### src/rtl/bpqs_pkg.sv
package bpqs_pkg;
  // register offsets (word index == byte address / 4)
  localparam logic [7:0] BPQS_REG_CTRL = 8'h00;
  localparam logic [7:0] BPQS_REG_LEVELS = 8'h04;
  localparam logic [7:0] BPQS_REG_TIMES = 8'h08;
  localparam logic [7:0] BPQS_REG_NOMINAL = 8'h0c;
  localparam logic [7:0] BPQS_REG_STATUS = 8'h10;
  localparam logic [7:0] BPQS_REG_FLAGS = 8'h14;
  localparam logic [7:0] BPQS_REG_RAMP = 8'h18;
  // ctrl field positions
  localparam int BPQS_CTRL_QS_RESP_LSB = 0;
  localparam int BPQS_CTRL_CLOSE_MODE_LSB = 8;
  localparam int BPQS_CTRL_OPEN_MODE_LSB = 10;
  localparam int BPQS_CTRL_QS1_EN_BIT = 12;
  localparam int BPQS_CTRL_QS2_EN_BIT = 13;
  localparam int BPQS_CTRL_OWN_MCB_BIT = 14;
  localparam int BPQS_CTRL_VMEAS_EN_BIT = 15;
  localparam int BPQS_CTRL_START_BIT = 16;
  localparam int BPQS_CTRL_STOP_BIT = 17;
  localparam int BPQS_CTRL_FAULT_RESET_BIT = 18;
  // reset values
  localparam logic [31:0] BPQS_CTRL_RESET = 32'h0000_f00a;
  localparam logic [7:0] BPQS_READY_PCT_RESET = 8'h50;
  localparam logic [7:0] BPQS_ALLOWED_PCT_RESET = 8'h1e;
  localparam logic [7:0] BPQS_FB_DELAY_S_RESET = 8'h02;
  localparam logic [7:0] BPQS_RAMP_S_RESET = 8'h02;
  localparam logic [7:0] BPQS_MAX_ENERG_S_RESET = 8'h0a;
  localparam logic [15:0] BPQS_NOM_VDC_RESET = 16'h0320;
  localparam logic [15:0] BPQS_NOM_VAC_RESET = 16'h0190;
  // timing: one second tick
  localparam int BPQS_CLK_HZ = 25000000;
  localparam int BPQS_TICK_S = 1;
  localparam int BPQS_TICK_CYCLES = BPQS_CLK_HZ * BPQS_TICK_S;
  localparam int BPQS_PULSE_CYCLES = 1;
  // quick-stop response codes
  localparam logic [7:0] BPQS_QS_NONE = 8'h00;
  localparam logic [7:0] BPQS_QS_INFO = 8'h01;
  localparam logic [7:0] BPQS_QS_WARN = 8'h03;
  localparam logic [7:0] BPQS_QS_FAULT = 8'h0a;
  localparam logic [7:0] BPQS_QS_FAULT_OPEN = 8'h0b;

  typedef enum logic [2:0] {
    BPQS_ST_IDLE,
    BPQS_ST_ENERGIZE,
    BPQS_ST_CLOSING,
    BPQS_ST_READY,
    BPQS_ST_RUN,
    BPQS_ST_FAULT
  } bpqs_state_t;

  typedef struct packed {
    logic qs1_n;
    logic qs2_n;
    logic run_enable;
    logic switch_on_enable;
    logic close_enable;
    logic fb_closed;
    logic fb_open;
    logic fb_tripped;
    logic precharge_request;
  } bpqs_pins_t;

  typedef struct packed {
    logic [7:0] addr;
    logic [31:0] wdata;
    logic wr;
    logic rd;
  } bpqs_bus_t;
endpackage : bpqs_pkg

### src/rtl/bpqs_seq.sv
// Implementation choices: the register addresses and the strobed register port.
module bpqs_seq #(
  parameter int TICK_CYCLES = bpqs_pkg::BPQS_TICK_CYCLES
) (
  // clock and reset
  input wire logic i_core_clk,
  input wire logic i_resetn,
  // register port
  input wire bpqs_pkg::bpqs_bus_t i_bus,
  output logic [31:0] o_rdata,
  // pins and measurements
  input wire bpqs_pkg::bpqs_pins_t i_pins,
  input wire logic [15:0] i_vdc,
  input wire logic [15:0] i_vfilter,
  // outputs
  output logic o_precharge_cmd,
  output logic o_precharge_ready,
  output logic o_precharge_allowed,
  output logic o_breaker_close,
  output logic o_breaker_close_pulse,
  output logic o_breaker_open_pulse,
  output logic o_modulate,
  output logic o_fault,
  output logic o_warning,
  output logic o_event_log,
  output logic [15:0] o_filter_vref
);
  import bpqs_pkg::*;

  typedef struct packed {
    bpqs_pins_t p1;
    bpqs_pins_t p2;
    logic [31:0] ctrl;
    logic [7:0] ready_pct;
    logic [7:0] allowed_pct;
    logic [7:0] fb_delay_s;
    logic [7:0] ramp_s;
    logic [7:0] max_energ_s;
    logic [15:0] nom_vdc;
    logic [15:0] nom_vac;
    bpqs_state_t st;
    logic [31:0] presc;
    logic [7:0] fb_secs;
    logic [7:0] en_secs;
    logic [31:0] ramp_acc;
    logic ready_q;
    logic ready_armed;
    logic qs_q;
    logic close_cmd;
    logic cpulse;
    logic opulse;
    logic modulate;
    logic fault;
    logic fb_fault;
    logic en_fault;
    logic qs_fault;
    logic warning;
    logic event_log;
    logic pc_cmd;
    logic pc_ready;
    logic pc_allowed;
    logic [15:0] vref;
    logic [31:0] rdata;
  } bpqs_all_t;

  bpqs_all_t r;
  bpqs_all_t next_r;

  logic [1:0] close_mode;
  logic [1:0] open_mode;
  logic [7:0] qs_resp;
  logic own_mcb;
  logic qs_active;
  logic qs_edge;
  logic ready_rise;
  logic start_cmd;
  logic stop_cmd;
  logic tick;
  logic interlocks;
  logic open_req;
  logic close_req;
  logic fb_mismatch;
  logic [23:0] vdc_pct;
  logic [23:0] ready_lvl;
  logic [23:0] allowed_lvl;
  logic [31:0] ramp_step;
  logic [31:0] ramp_sum;

  always_comb begin
    close_mode = r.ctrl[BPQS_CTRL_CLOSE_MODE_LSB +: 2];
    open_mode = r.ctrl[BPQS_CTRL_OPEN_MODE_LSB +: 2];
    qs_resp = r.ctrl[BPQS_CTRL_QS_RESP_LSB +: 8];
    own_mcb = r.ctrl[BPQS_CTRL_OWN_MCB_BIT];
    // compare vdc*100 against pct*nominal to avoid a divider
    vdc_pct = 24'(i_vdc) * 24'd100;
    ready_lvl = 24'(r.ready_pct) * 24'(r.nom_vdc);
    allowed_lvl = 24'(r.allowed_pct) * 24'(r.nom_vdc);
    tick = (r.presc == 32'(TICK_CYCLES - 1));
    qs_active = (r.ctrl[BPQS_CTRL_QS1_EN_BIT] && !r.p2.qs1_n)
      || (r.ctrl[BPQS_CTRL_QS2_EN_BIT] && !r.p2.qs2_n);
    qs_edge = qs_active && !r.qs_q;
    ready_rise = r.pc_ready && !r.ready_q;
    start_cmd = i_bus.wr && i_bus.addr == BPQS_REG_CTRL && i_bus.wdata[BPQS_CTRL_START_BIT];
    stop_cmd = i_bus.wr && i_bus.addr == BPQS_REG_CTRL && i_bus.wdata[BPQS_CTRL_STOP_BIT];
    interlocks = r.p2.run_enable && r.p2.switch_on_enable && r.p2.close_enable && !qs_active;
    open_req = !r.pc_ready
      || (open_mode[0] && stop_cmd)
      || (open_mode[1] && r.fault);
    if (own_mcb && qs_active) begin
      open_req = 1'b1;
    end
    if (!r.p2.close_enable || !r.p2.switch_on_enable) begin
      open_req = 1'b1;
    end
    unique case (close_mode)
      2'd0: close_req = ready_rise && r.ready_armed;
      2'd1: close_req = start_cmd;
      2'd2: close_req = (ready_rise && r.ready_armed) || start_cmd;
      2'd3: close_req = 1'b0;
    endcase
    fb_mismatch = r.close_cmd ? !r.p2.fb_closed : !r.p2.fb_open;
    ramp_step = (32'(r.nom_vac) << 16) / 32'((r.ramp_s == 8'h00) ? 8'h01 : r.ramp_s);
    ramp_sum = r.ramp_acc + (ramp_step / 32'(TICK_CYCLES));
  end

  always_comb begin
    next_r = r;
    next_r.p1 = i_pins;
    next_r.p2 = r.p1;
    next_r.cpulse = 1'b0;
    next_r.opulse = 1'b0;
    next_r.event_log = 1'b0;
    next_r.presc = tick ? 32'h0000_0000 : r.presc + 32'h0000_0001;
    next_r.qs_q = qs_active;
    next_r.ready_q = r.pc_ready;
    next_r.pc_ready = vdc_pct > ready_lvl;
    next_r.pc_allowed = vdc_pct < allowed_lvl;
    next_r.pc_cmd = r.p2.precharge_request;
    // ready must fall before another mode 0 close
    if (!r.pc_ready) begin
      next_r.ready_armed = 1'b1;
    end
    if (qs_edge) begin
      unique case (qs_resp)
        BPQS_QS_INFO: next_r.event_log = 1'b1;
        BPQS_QS_WARN: next_r.warning = 1'b1;
        BPQS_QS_FAULT, BPQS_QS_FAULT_OPEN: next_r.qs_fault = 1'b1;
        default: next_r.warning = r.warning;
      endcase
    end
    if (fb_mismatch) begin
      if (tick && r.fb_secs != 8'hff) begin
        next_r.fb_secs = r.fb_secs + 8'h01;
      end
      if (r.fb_secs > r.fb_delay_s) begin
        next_r.fb_fault = 1'b1;
      end
    end else begin
      next_r.fb_secs = 8'h00;
    end
    if (r.p2.fb_tripped && r.close_cmd) begin
      next_r.fb_fault = 1'b1;
    end
    // fault reset keeps set priority: new events this cycle still latch
    if (i_bus.wr && i_bus.addr == BPQS_REG_CTRL && i_bus.wdata[BPQS_CTRL_FAULT_RESET_BIT]) begin
      next_r.warning = qs_edge && qs_resp == BPQS_QS_WARN;
      next_r.qs_fault = qs_edge && (qs_resp == BPQS_QS_FAULT || qs_resp == BPQS_QS_FAULT_OPEN);
      next_r.fb_fault = (fb_mismatch && r.fb_secs > r.fb_delay_s)
        || (r.p2.fb_tripped && r.close_cmd);
      next_r.en_fault = 1'b0;
    end
    next_r.fault = next_r.qs_fault || next_r.fb_fault || next_r.en_fault;
    unique case (r.st)
      BPQS_ST_IDLE: begin
        next_r.modulate = 1'b0;
        if (close_mode == 2'd3 && r.pc_ready && !r.fault && r.p2.close_enable
            && r.p2.switch_on_enable && !qs_active && own_mcb) begin
          next_r.st = BPQS_ST_ENERGIZE;
          next_r.ramp_acc = 32'h0000_0000;
          next_r.en_secs = 8'h00;
        end else if (close_req && !r.fault && r.p2.close_enable && r.p2.switch_on_enable
                     && !qs_active && own_mcb) begin
          next_r.st = BPQS_ST_CLOSING;
        end
      end
      BPQS_ST_ENERGIZE: begin
        // needs enabled measurement behind the breaker
        if (!r.ctrl[BPQS_CTRL_VMEAS_EN_BIT] || r.en_secs >= r.max_energ_s) begin
          next_r.en_fault = 1'b1;
          next_r.st = BPQS_ST_FAULT;
        end else if (open_req) begin
          next_r.st = BPQS_ST_IDLE;
        end else if (r.ramp_acc[31:16] >= r.nom_vac
                     && i_vfilter >= r.nom_vac) begin
          next_r.st = BPQS_ST_CLOSING;
        end else begin
          next_r.ramp_acc = (ramp_sum[31:16] >= r.nom_vac) ? {r.nom_vac, 16'h0000} : ramp_sum;
        end
        if (tick) begin
          next_r.en_secs = r.en_secs + 8'h01;
        end
      end
      BPQS_ST_CLOSING: begin
        next_r.close_cmd = 1'b1;
        if (!r.close_cmd) begin
          next_r.cpulse = 1'b1;
          next_r.ready_armed = 1'b0;
        end
        if (open_req) begin
          next_r.st = BPQS_ST_IDLE;
        end else if (r.p2.fb_closed) begin
          next_r.st = BPQS_ST_READY;
        end
      end
      BPQS_ST_READY: begin
        if (open_req) begin
          next_r.st = BPQS_ST_IDLE;
        end else if (start_cmd && interlocks && !r.fault) begin
          next_r.st = BPQS_ST_RUN;
        end
      end
      BPQS_ST_RUN: begin
        next_r.modulate = 1'b1;
        if (open_req) begin
          next_r.st = BPQS_ST_IDLE;
        end else if (!interlocks || stop_cmd || r.fault) begin
          next_r.modulate = 1'b0;
          next_r.st = BPQS_ST_READY;
        end
      end
      BPQS_ST_FAULT: begin
        if (!r.fault) begin
          next_r.st = BPQS_ST_IDLE;
        end
      end
    endcase
    // any move to idle or fault opens the breaker
    if (next_r.st == BPQS_ST_IDLE || next_r.st == BPQS_ST_FAULT) begin
      next_r.modulate = 1'b0;
      next_r.vref = 16'h0000;
      if (r.close_cmd) begin
        next_r.close_cmd = 1'b0;
        next_r.opulse = 1'b1;
      end
    end
    if (next_r.st != BPQS_ST_RUN) begin
      next_r.modulate = 1'b0;
    end
    if (r.st == BPQS_ST_ENERGIZE) begin
      next_r.vref = r.ramp_acc[31:16];
    end
    // register writes
    if (i_bus.wr) begin
      unique case (i_bus.addr)
        BPQS_REG_CTRL: next_r.ctrl = {16'h0000, i_bus.wdata[15:0]};
        BPQS_REG_LEVELS: begin
          next_r.ready_pct = i_bus.wdata[7:0];
          next_r.allowed_pct = i_bus.wdata[15:8];
        end
        BPQS_REG_TIMES: begin
          next_r.fb_delay_s = i_bus.wdata[7:0];
          next_r.ramp_s = i_bus.wdata[15:8];
          next_r.max_energ_s = i_bus.wdata[23:16];
        end
        BPQS_REG_NOMINAL: begin
          next_r.nom_vdc = i_bus.wdata[15:0];
          next_r.nom_vac = i_bus.wdata[31:16];
        end
        default: next_r.ctrl = r.ctrl;
      endcase
    end
    next_r.rdata = 32'h0000_0000;
    if (i_bus.rd) begin
      unique case (i_bus.addr)
        BPQS_REG_CTRL: next_r.rdata = r.ctrl;
        BPQS_REG_LEVELS: next_r.rdata = {16'h0000, r.allowed_pct, r.ready_pct};
        BPQS_REG_TIMES: next_r.rdata = {8'h00, r.max_energ_s, r.ramp_s, r.fb_delay_s};
        BPQS_REG_NOMINAL: next_r.rdata = {r.nom_vac, r.nom_vdc};
        BPQS_REG_STATUS: next_r.rdata = {22'h000000, qs_active, r.close_cmd, r.modulate,
                                         r.pc_allowed, r.pc_ready, 2'b00, r.st};
        BPQS_REG_FLAGS: next_r.rdata = {27'h0000000, r.warning, r.qs_fault, r.en_fault,
                                        r.fb_fault, r.fault};
        BPQS_REG_RAMP: next_r.rdata = {16'h0000, r.vref};
        default: next_r.rdata = 32'h0000_0000;
      endcase
    end
  end

  always_ff @(posedge i_core_clk or negedge i_resetn) begin
    if (!i_resetn) begin
      r <= '0;
      // inactive pins: quick stops released, enables high, breaker open
      r.p1 <= 9'h1f4;
      r.p2 <= 9'h1f4;
      r.ctrl <= BPQS_CTRL_RESET;
      r.ready_pct <= BPQS_READY_PCT_RESET;
      r.allowed_pct <= BPQS_ALLOWED_PCT_RESET;
      r.fb_delay_s <= BPQS_FB_DELAY_S_RESET;
      r.ramp_s <= BPQS_RAMP_S_RESET;
      r.max_energ_s <= BPQS_MAX_ENERG_S_RESET;
      r.nom_vdc <= BPQS_NOM_VDC_RESET;
      r.nom_vac <= BPQS_NOM_VAC_RESET;
      r.st <= BPQS_ST_IDLE;
      r.ready_armed <= 1'b1;
    end else begin
      r <= next_r;
    end
  end

  assign o_rdata = r.rdata;
  assign o_precharge_cmd = r.pc_cmd;
  assign o_precharge_ready = r.pc_ready;
  assign o_precharge_allowed = r.pc_allowed;
  assign o_breaker_close = r.close_cmd;
  assign o_breaker_close_pulse = r.cpulse;
  assign o_breaker_open_pulse = r.opulse;
  assign o_modulate = r.modulate;
  assign o_fault = r.fault;
  assign o_warning = r.warning;
  assign o_event_log = r.event_log;
  assign o_filter_vref = r.vref;
endmodule : bpqs_seq

### config.mk
export PLATFORM = sky130hd
export DESIGN_NAME = bpqs_seq
export DESIGN_NICKNAME = d
export VERILOG_FILES = /design/src/rtl/bpqs_pkg.sv /design/src/rtl/bpqs_seq.sv
export SDC_FILE = /design/constraint.sdc
export NUM_CORES = 2
export LEC_CHECK = 0
export BUFFER_PORTS_ARGS = -buffer_cell sky130_fd_sc_hd__buf_2
export CORE_MARGIN = 8
export CORE_UTILIZATION = 40
export DETAILED_ROUTE_END_ITERATION = 6
export PLACE_DENSITY = 0.51
export SKIP_LAST_GASP = 1
export SYNTH_ARGS = -nofsm -noshare
export SYNTH_HDL_FRONTEND = slang
export SYNTH_SLANG_ARGS = --single-unit
### constraint.sdc
create_clock -name i_core_clk -period 254.7 [get_ports i_core_clk]
set_input_delay 12.735 -clock i_core_clk [delete_from_list [all_inputs] [get_ports i_core_clk]]
set_output_delay 12.735 -clock i_core_clk [all_outputs]
set_load 0.02 [all_outputs]
# After elaboration in Yosys (flattened, before gate mapping)

Index checks and enable logic that the tools add are counted.

Flip-flop bits (word level): 253
Input port bits: 85
Logic and storage cells: 226
Output and inout bits: 58

Reduce and logical (&&, ||, !) cells: 78
Div/mod/pow operators: 2
Add/subtract/negate cells: 4
Multipliers: 3
Eq/ne operators: 28
Multiplexer cells: 55
$lt $le $gt $ge: 7

Operators with widths:

| kind                                               | number |
|---|---|
| one-hot mux 32 bit (7 select lines)                | 1 |
| 2-to-1 mux 32 bit                                  | 6 |
| one-hot mux 40 bit (2 select lines)                | 1 |
| greater-or-equal comparator 16 bit                 | 3 |
| multiplier 8 x 16 -> 24 bit                        | 2 |
| 2-to-1 mux 40 bit                                  | 1 |
| 2-to-1 mux 3 bit                                   | 13 |
| logical AND 1 bit                                  | 34 |
| adder 32 x 1 -> 32 bit, second input constant      | 1 |
| adder 32 bit                                       | 1 |
| divider 32 x 25 -> 32 bit, second input constant   | 1 |
| divider 32 x 32 -> 32 bit                          | 1 |
| == test 32 x 25 -> 1 bit, second input constant    | 1 |
| == test 8 x 4 -> 1 bit, second input constant      | 4 |
| 2-to-1 mux 16 bit                                  | 2 |
| 2-to-1 mux 8 bit                                   | 4 |
| == test 8 x 5 -> 1 bit, second input constant      | 3 |
| > comparator 23 x 24 -> 1 bit                      | 1 |
| less-than comparator 23 x 24 -> 1 bit              | 1 |
| multiplier 16 x 5 -> 21 bit, second input constant | 1 |
| 2-to-1 mux 1 bit                                   | 21 |
| one-hot mux 3 bit (6 select lines)                 | 1 |
| adder 8 x 1 -> 8 bit, second input constant        | 2 |
| logical NOT 8 bit                                  | 2 |
| 28 further kinds                                   | 69 |

# Depth between registers and ports, before layout

Word-level depth: 17
Gate-level depth with buffers: 507

# Worst setup path before layout

Ideal clock, no wire load.

Kind: flip-flop to flip-flop
Start: reg r[194] (netlist name)
End: reg r[82] (netlist name)
Path buffers: 43
Data arrival time: 91.570 ns
Slack: 162.995 ns
Stages on the path, launching flop included: 487
Setup time: 0.135 ns
Period minus slack after synthesis: 91.705 ns
Cell sequence: dfrtp_1 clkbuf_1 nor4_1 nand2_1 nor2_1 or2_2 clkbuf_1 inv_1 clkbuf_1 clkbuf_1 clkbuf_1 buf_1 ha_1 a21oi_1 ha_1 o21a_1 a311o_1 a211oi_1 [... 451 more ...] nand2b_1 a21oi_1 nor2b_1 o21ai_0 nand2b_1 a21oi_1 nor2b_1 o21ai_0 nand2b_1 a21oi_1 nor2b_1 o21ai_0 nand2b_1 a21oi_1 clkbuf_1 nor2_1 a31oi_1 o21ai_0

Word-level cells in the longest chain between the ends: 11

Ends and longest elaborated chain:

| item                                    | RTL line        | RTL |
|---|---|---|
| from (decl)                             | bpqs_seq.sv:66  | `bpqs_all_t r;` |
| from (signal assigned)                  | bpqs_seq.sv:306 | `r <= next_r;` |
| logical NOT 8 bit                       | bpqs_seq.sv:122 | `ramp_step = (32'(r.nom_vac) << 16) / 32'((r.ramp_s == 8'h00) ? 8'h01 : r.ramp_s);` |
| 2-to-1 mux 8 bit (*)                    | bpqs_seq.sv:122 |  |
| divider 32 x 32 -> 32 bit (*)           | bpqs_seq.sv:122 |  |
| divider 32 x 25 -> 32 bit (*)           | bpqs_seq.sv:123 | `ramp_sum = r.ramp_acc + (ramp_step / 32'(TICK_CYCLES));` |
| adder 32 bit (*)                        | bpqs_seq.sv:123 |  |
| greater-or-equal comparator 16 bit      | bpqs_seq.sv:197 | `next_r.ramp_acc = (ramp_sum[31:16] >= r.nom_vac) ? {r.nom_vac, 16'h0000} : ramp_sum;` |
| 2-to-1 mux 32 bit (*)                   | bpqs_seq.sv:197 |  |
| 2-to-1 mux 32 bit (*)                   | bpqs_seq.sv:193 | `end else if (r.ramp_acc[31:16] >= r.nom_vac` |
| 2-to-1 mux 32 bit (*)                   | bpqs_seq.sv:191 | `end else if (open_req) begin` |
| 2-to-1 mux 32 bit (*)                   | bpqs_seq.sv:188 | `if (!r.ctrl[BPQS_CTRL_VMEAS_EN_BIT] \|\| r.en_secs >= r.max_energ_s) begin` |
| one-hot mux 40 bit (2 select lines) (*) | bpqs_seq.sv:173 | `unique case (r.st)` |

Every way passes the cells marked *; elsewhere a longest branch is shown, timed or not. The select of a mux whose other input is x is not followed.
A chain may end at the register's enable or synchronous reset.

# Worst setup path in the final report

Start: reg r[194] (netlist name)
End: reg r[76] (netlist name)

The elaborated chain is that of the path after synthesis.

==> impl_metrics.env <==
export IMPL_arrival_ns=108.44
export IMPL_critical_path_peak_fanout=38
export IMPL_via_per_inst=5.95
export IMPL_setup_violations=0
export IMPL_finalCritPeriodShare_pct=42.4
export IMPL_die_h_um=362
export IMPL_numClockSinks=253
export IMPL_ant_nets=0
export IMPL_regArea_um2=6370
export IMPL_synthFlopType="dfrtp_1"
export IMPL_cts_root_buf="clkbuf_16"
export IMPL_synth_fa_ha_area_share_pct=19.9
export IMPL_cts_buffers=27
export IMPL_met1_length_um=74600
export IMPL_multi_input_area_um2=38800
export IMPL_finalCriticalPeriod_ns=107.96
export IMPL_wl_met2_um=73900
export IMPL_maxSlewHeadroom_pct=12.3
export IMPL_grt_antenna_before_repair=11
export IMPL_async_reset_ff_share_pct=100
export IMPL_placementRows=127
export IMPL_drt_iter0_markers=3545
export IMPL_synthCells=6169
export IMPL_layout_commonest_cell="nand2_1"
export IMPL_synth_distinct_cells=128
export IMPL_crit_slowest_cell="nor2_1"
export IMPL_highest_layer="met5"
export IMPL_layout_drive_gt1_share_pct=9.34
export IMPL_synth_area_mux_share_pct=4.25
export IMPL_clk_pin_slew_ns=0.07
export IMPL_synth_top_family_by_area="compound AO/OA/AOI/OAI gates"
export IMPL_endpoint_kind="flop"
export IMPL_die_w_um=362
export IMPL_fmax_mhz=9.26
export IMPL_hpwlAfterDp_um=128000
export IMPL_synth_area_leaders="ha_1, dfrtp_1, fa_1"
export IMPL_grt_pass1_wl_um=253000
export IMPL_coreArea_um2=119000
export IMPL_syn_nets=6906
export IMPL_worstReg2RegStart="r[194]"
export IMPL_postLayoutCoreUtil_pct=42.6
export IMPL_slowest_delay_ns=0.84
export IMPL_seq_area_frac_synth_pct=13.3
export IMPL_synth_cell_area_um2=47900
export IMPL_final_cell_mix="nand2_1, nor2_1, ha_1, a21oi_1, inv_1"
export IMPL_cp_required_ns=255.18
export IMPL_via_count=46100
export IMPL_status="finished clean"
export IMPL_clockBufferDepth=3
export IMPL_startpoint_type="flop"
export IMPL_gp_congestion=0.914
export IMPL_hold_start="next_r[252]"
export IMPL_slew_viol_final=0
export IMPL_wl_um=160000
export IMPL_cp_buffers_inverters=13
export IMPL_start_util_pct=40.2
export IMPL_critical_path_startpoint="r[194]"
export IMPL_hold_viol=0
export IMPL_synth_edf_count=0
export IMPL_yosys_warnings=0
export IMPL_setup_ws_ns=146.74
export IMPL_crit_type="reg2reg"
export IMPL_grt_max_degree=113
export IMPL_nets=6859
export IMPL_post_cts_buffers=0
export IMPL_firstDrtPassIters=6
export IMPL_path_delay_family="compound AO/OA/AOI/OAI gates"
export IMPL_tns_ns=0
export IMPL_cts_htree_levels=1
export IMPL_fp_dieArea_um2=131000
export IMPL_grt_usage_pct=23.4
export IMPL_syn_area_per_cell_um2=7.77
export IMPL_wl_per_cell_um=20.7
export IMPL_rsz0062_at_grt="false"
export IMPL_fin_skew_ns=0.0161
export IMPL_pin_count=143
export IMPL_first_global_vias=44700
export IMPL_fillCellCount=12300
export IMPL_route_detailed_drc=0
export IMPL_synth_compound_area_share_pct=25.2
export IMPL_hold_buffers=0
export IMPL_synth_xor_area_share_pct=7.69
export IMPL_post_cts_resized=0
export IMPL_dr_wl_met3_um=7690
export IMPL_grt_ovfl_total=0
export IMPL_hp_class="reg2reg"
export IMPL_drv_cap=0
export IMPL_synth_seq_cells=253
export IMPL_synth_top_cell_area_share_pct=12.3
export IMPL_num_antenna_cells=0
export IMPL_pre_cts_ws_ns=148.17
export IMPL_cts_tree="built"
export IMPL_crit_path_frequent_cell="o21ai_0"
export IMPL_tightest_slew_ns=1.28
export IMPL_synth_largest_area_cell="ha_1"
export IMPL_portBuffers=142
export IMPL_clock_latency_ns=0.56
export IMPL_synth_simple_area_share_pct=23.8
export IMPL_syn_to_final_growth_pct=5.96
-- Yosys cell counts (101+ instances only) --
cell / instances
xnor2_1: 279
inv_1: 398
ha_1: 471
a21o_1: 159
xor2_1: 133
nor2_1: 478
nand2_1: 545
clkbuf_1: 170
o21ai_0: 318
mux2_2: 133
and2_1: 188
nand3_1: 157
dfrtp_1: 218
a21oi_1: 402
nor3_1: 149
fa_1: 181
nand2b_1: 101
-- cells by family (layout without fill, tap and decap cells) --
group | Yosys count | in the layout
buffers and inverters | 675 | 649
muxes | 186 | 186
adders and majority gates | 656 | 656
DFF | 253 | 253
AOI/OAI and AO/OA | 1775 | 1775
and+or+nand+nor | 2208 | 2208
xor gates and xnor gates | 416 | 416
-- through the flow --
| stage | instances | area (um2) | hold slack (ns) |
|---|---|---|---|
| floorplan | 6169 | 47900 | 0.331 |
| global placement | 7705 | 49800 | 0.332 |
| detailed placement | 7705 | 49800 | 0.336 |
| CTS | 7755 | 50800 | 0.343 |
| global route | 7755 | 50800 | 0.351 |
| finish | 7755 | 50800 | 0.336 |
-- worst paths after layout --
| kind | slack [ns] | end | cells past startpoint |
|---|---|---|---|
| min reg2reg | 0.34 | r[252] | 0 |
| min in group asynchronous | 12.22 | r[100] | 1 |
| max in group asynchronous | 240.86 | o_filter_vref[12] | 2 |
| max reg2reg | 146.74 | r[76] | 445 |
| min | 0.34 | r[252] | 0 |
| max | 146.74 | r[76] | 445 |
-- state kept, by name, summed over array words and instances, names as in the netlist, 2 cells and up --
register,flops
o_rdata,32
qs_resp,8
open_mode,2
r,172
close_mode,2
o_filter_vref,16
next_r,10
-- final cells by class --
| class | count | share of cell area, % |
|---|---|---|
| multi-input combinational | 5241 | 76.4 |
| sequential | 253 | 12.6 |
| tap | 1612 | 3.97 |
| inverter | 400 | 2.96 |
| timing repair buffer | 199 | 2.26 |
| clock buffer | 37 | 1.52 |
| clock inverter | 13 | 0.342 |
-- metal layers --
metal  GRT usage (%)  vias up
met5               0        -
met4            5.00        8
met3            2.33      220
met2            39.4     1201
met1            32.2    22300
li1                -    22400
Power is left out: the tool's default activity adds up to more than one toggle a clock period on the data nets, which glitch-free logic cannot reach.
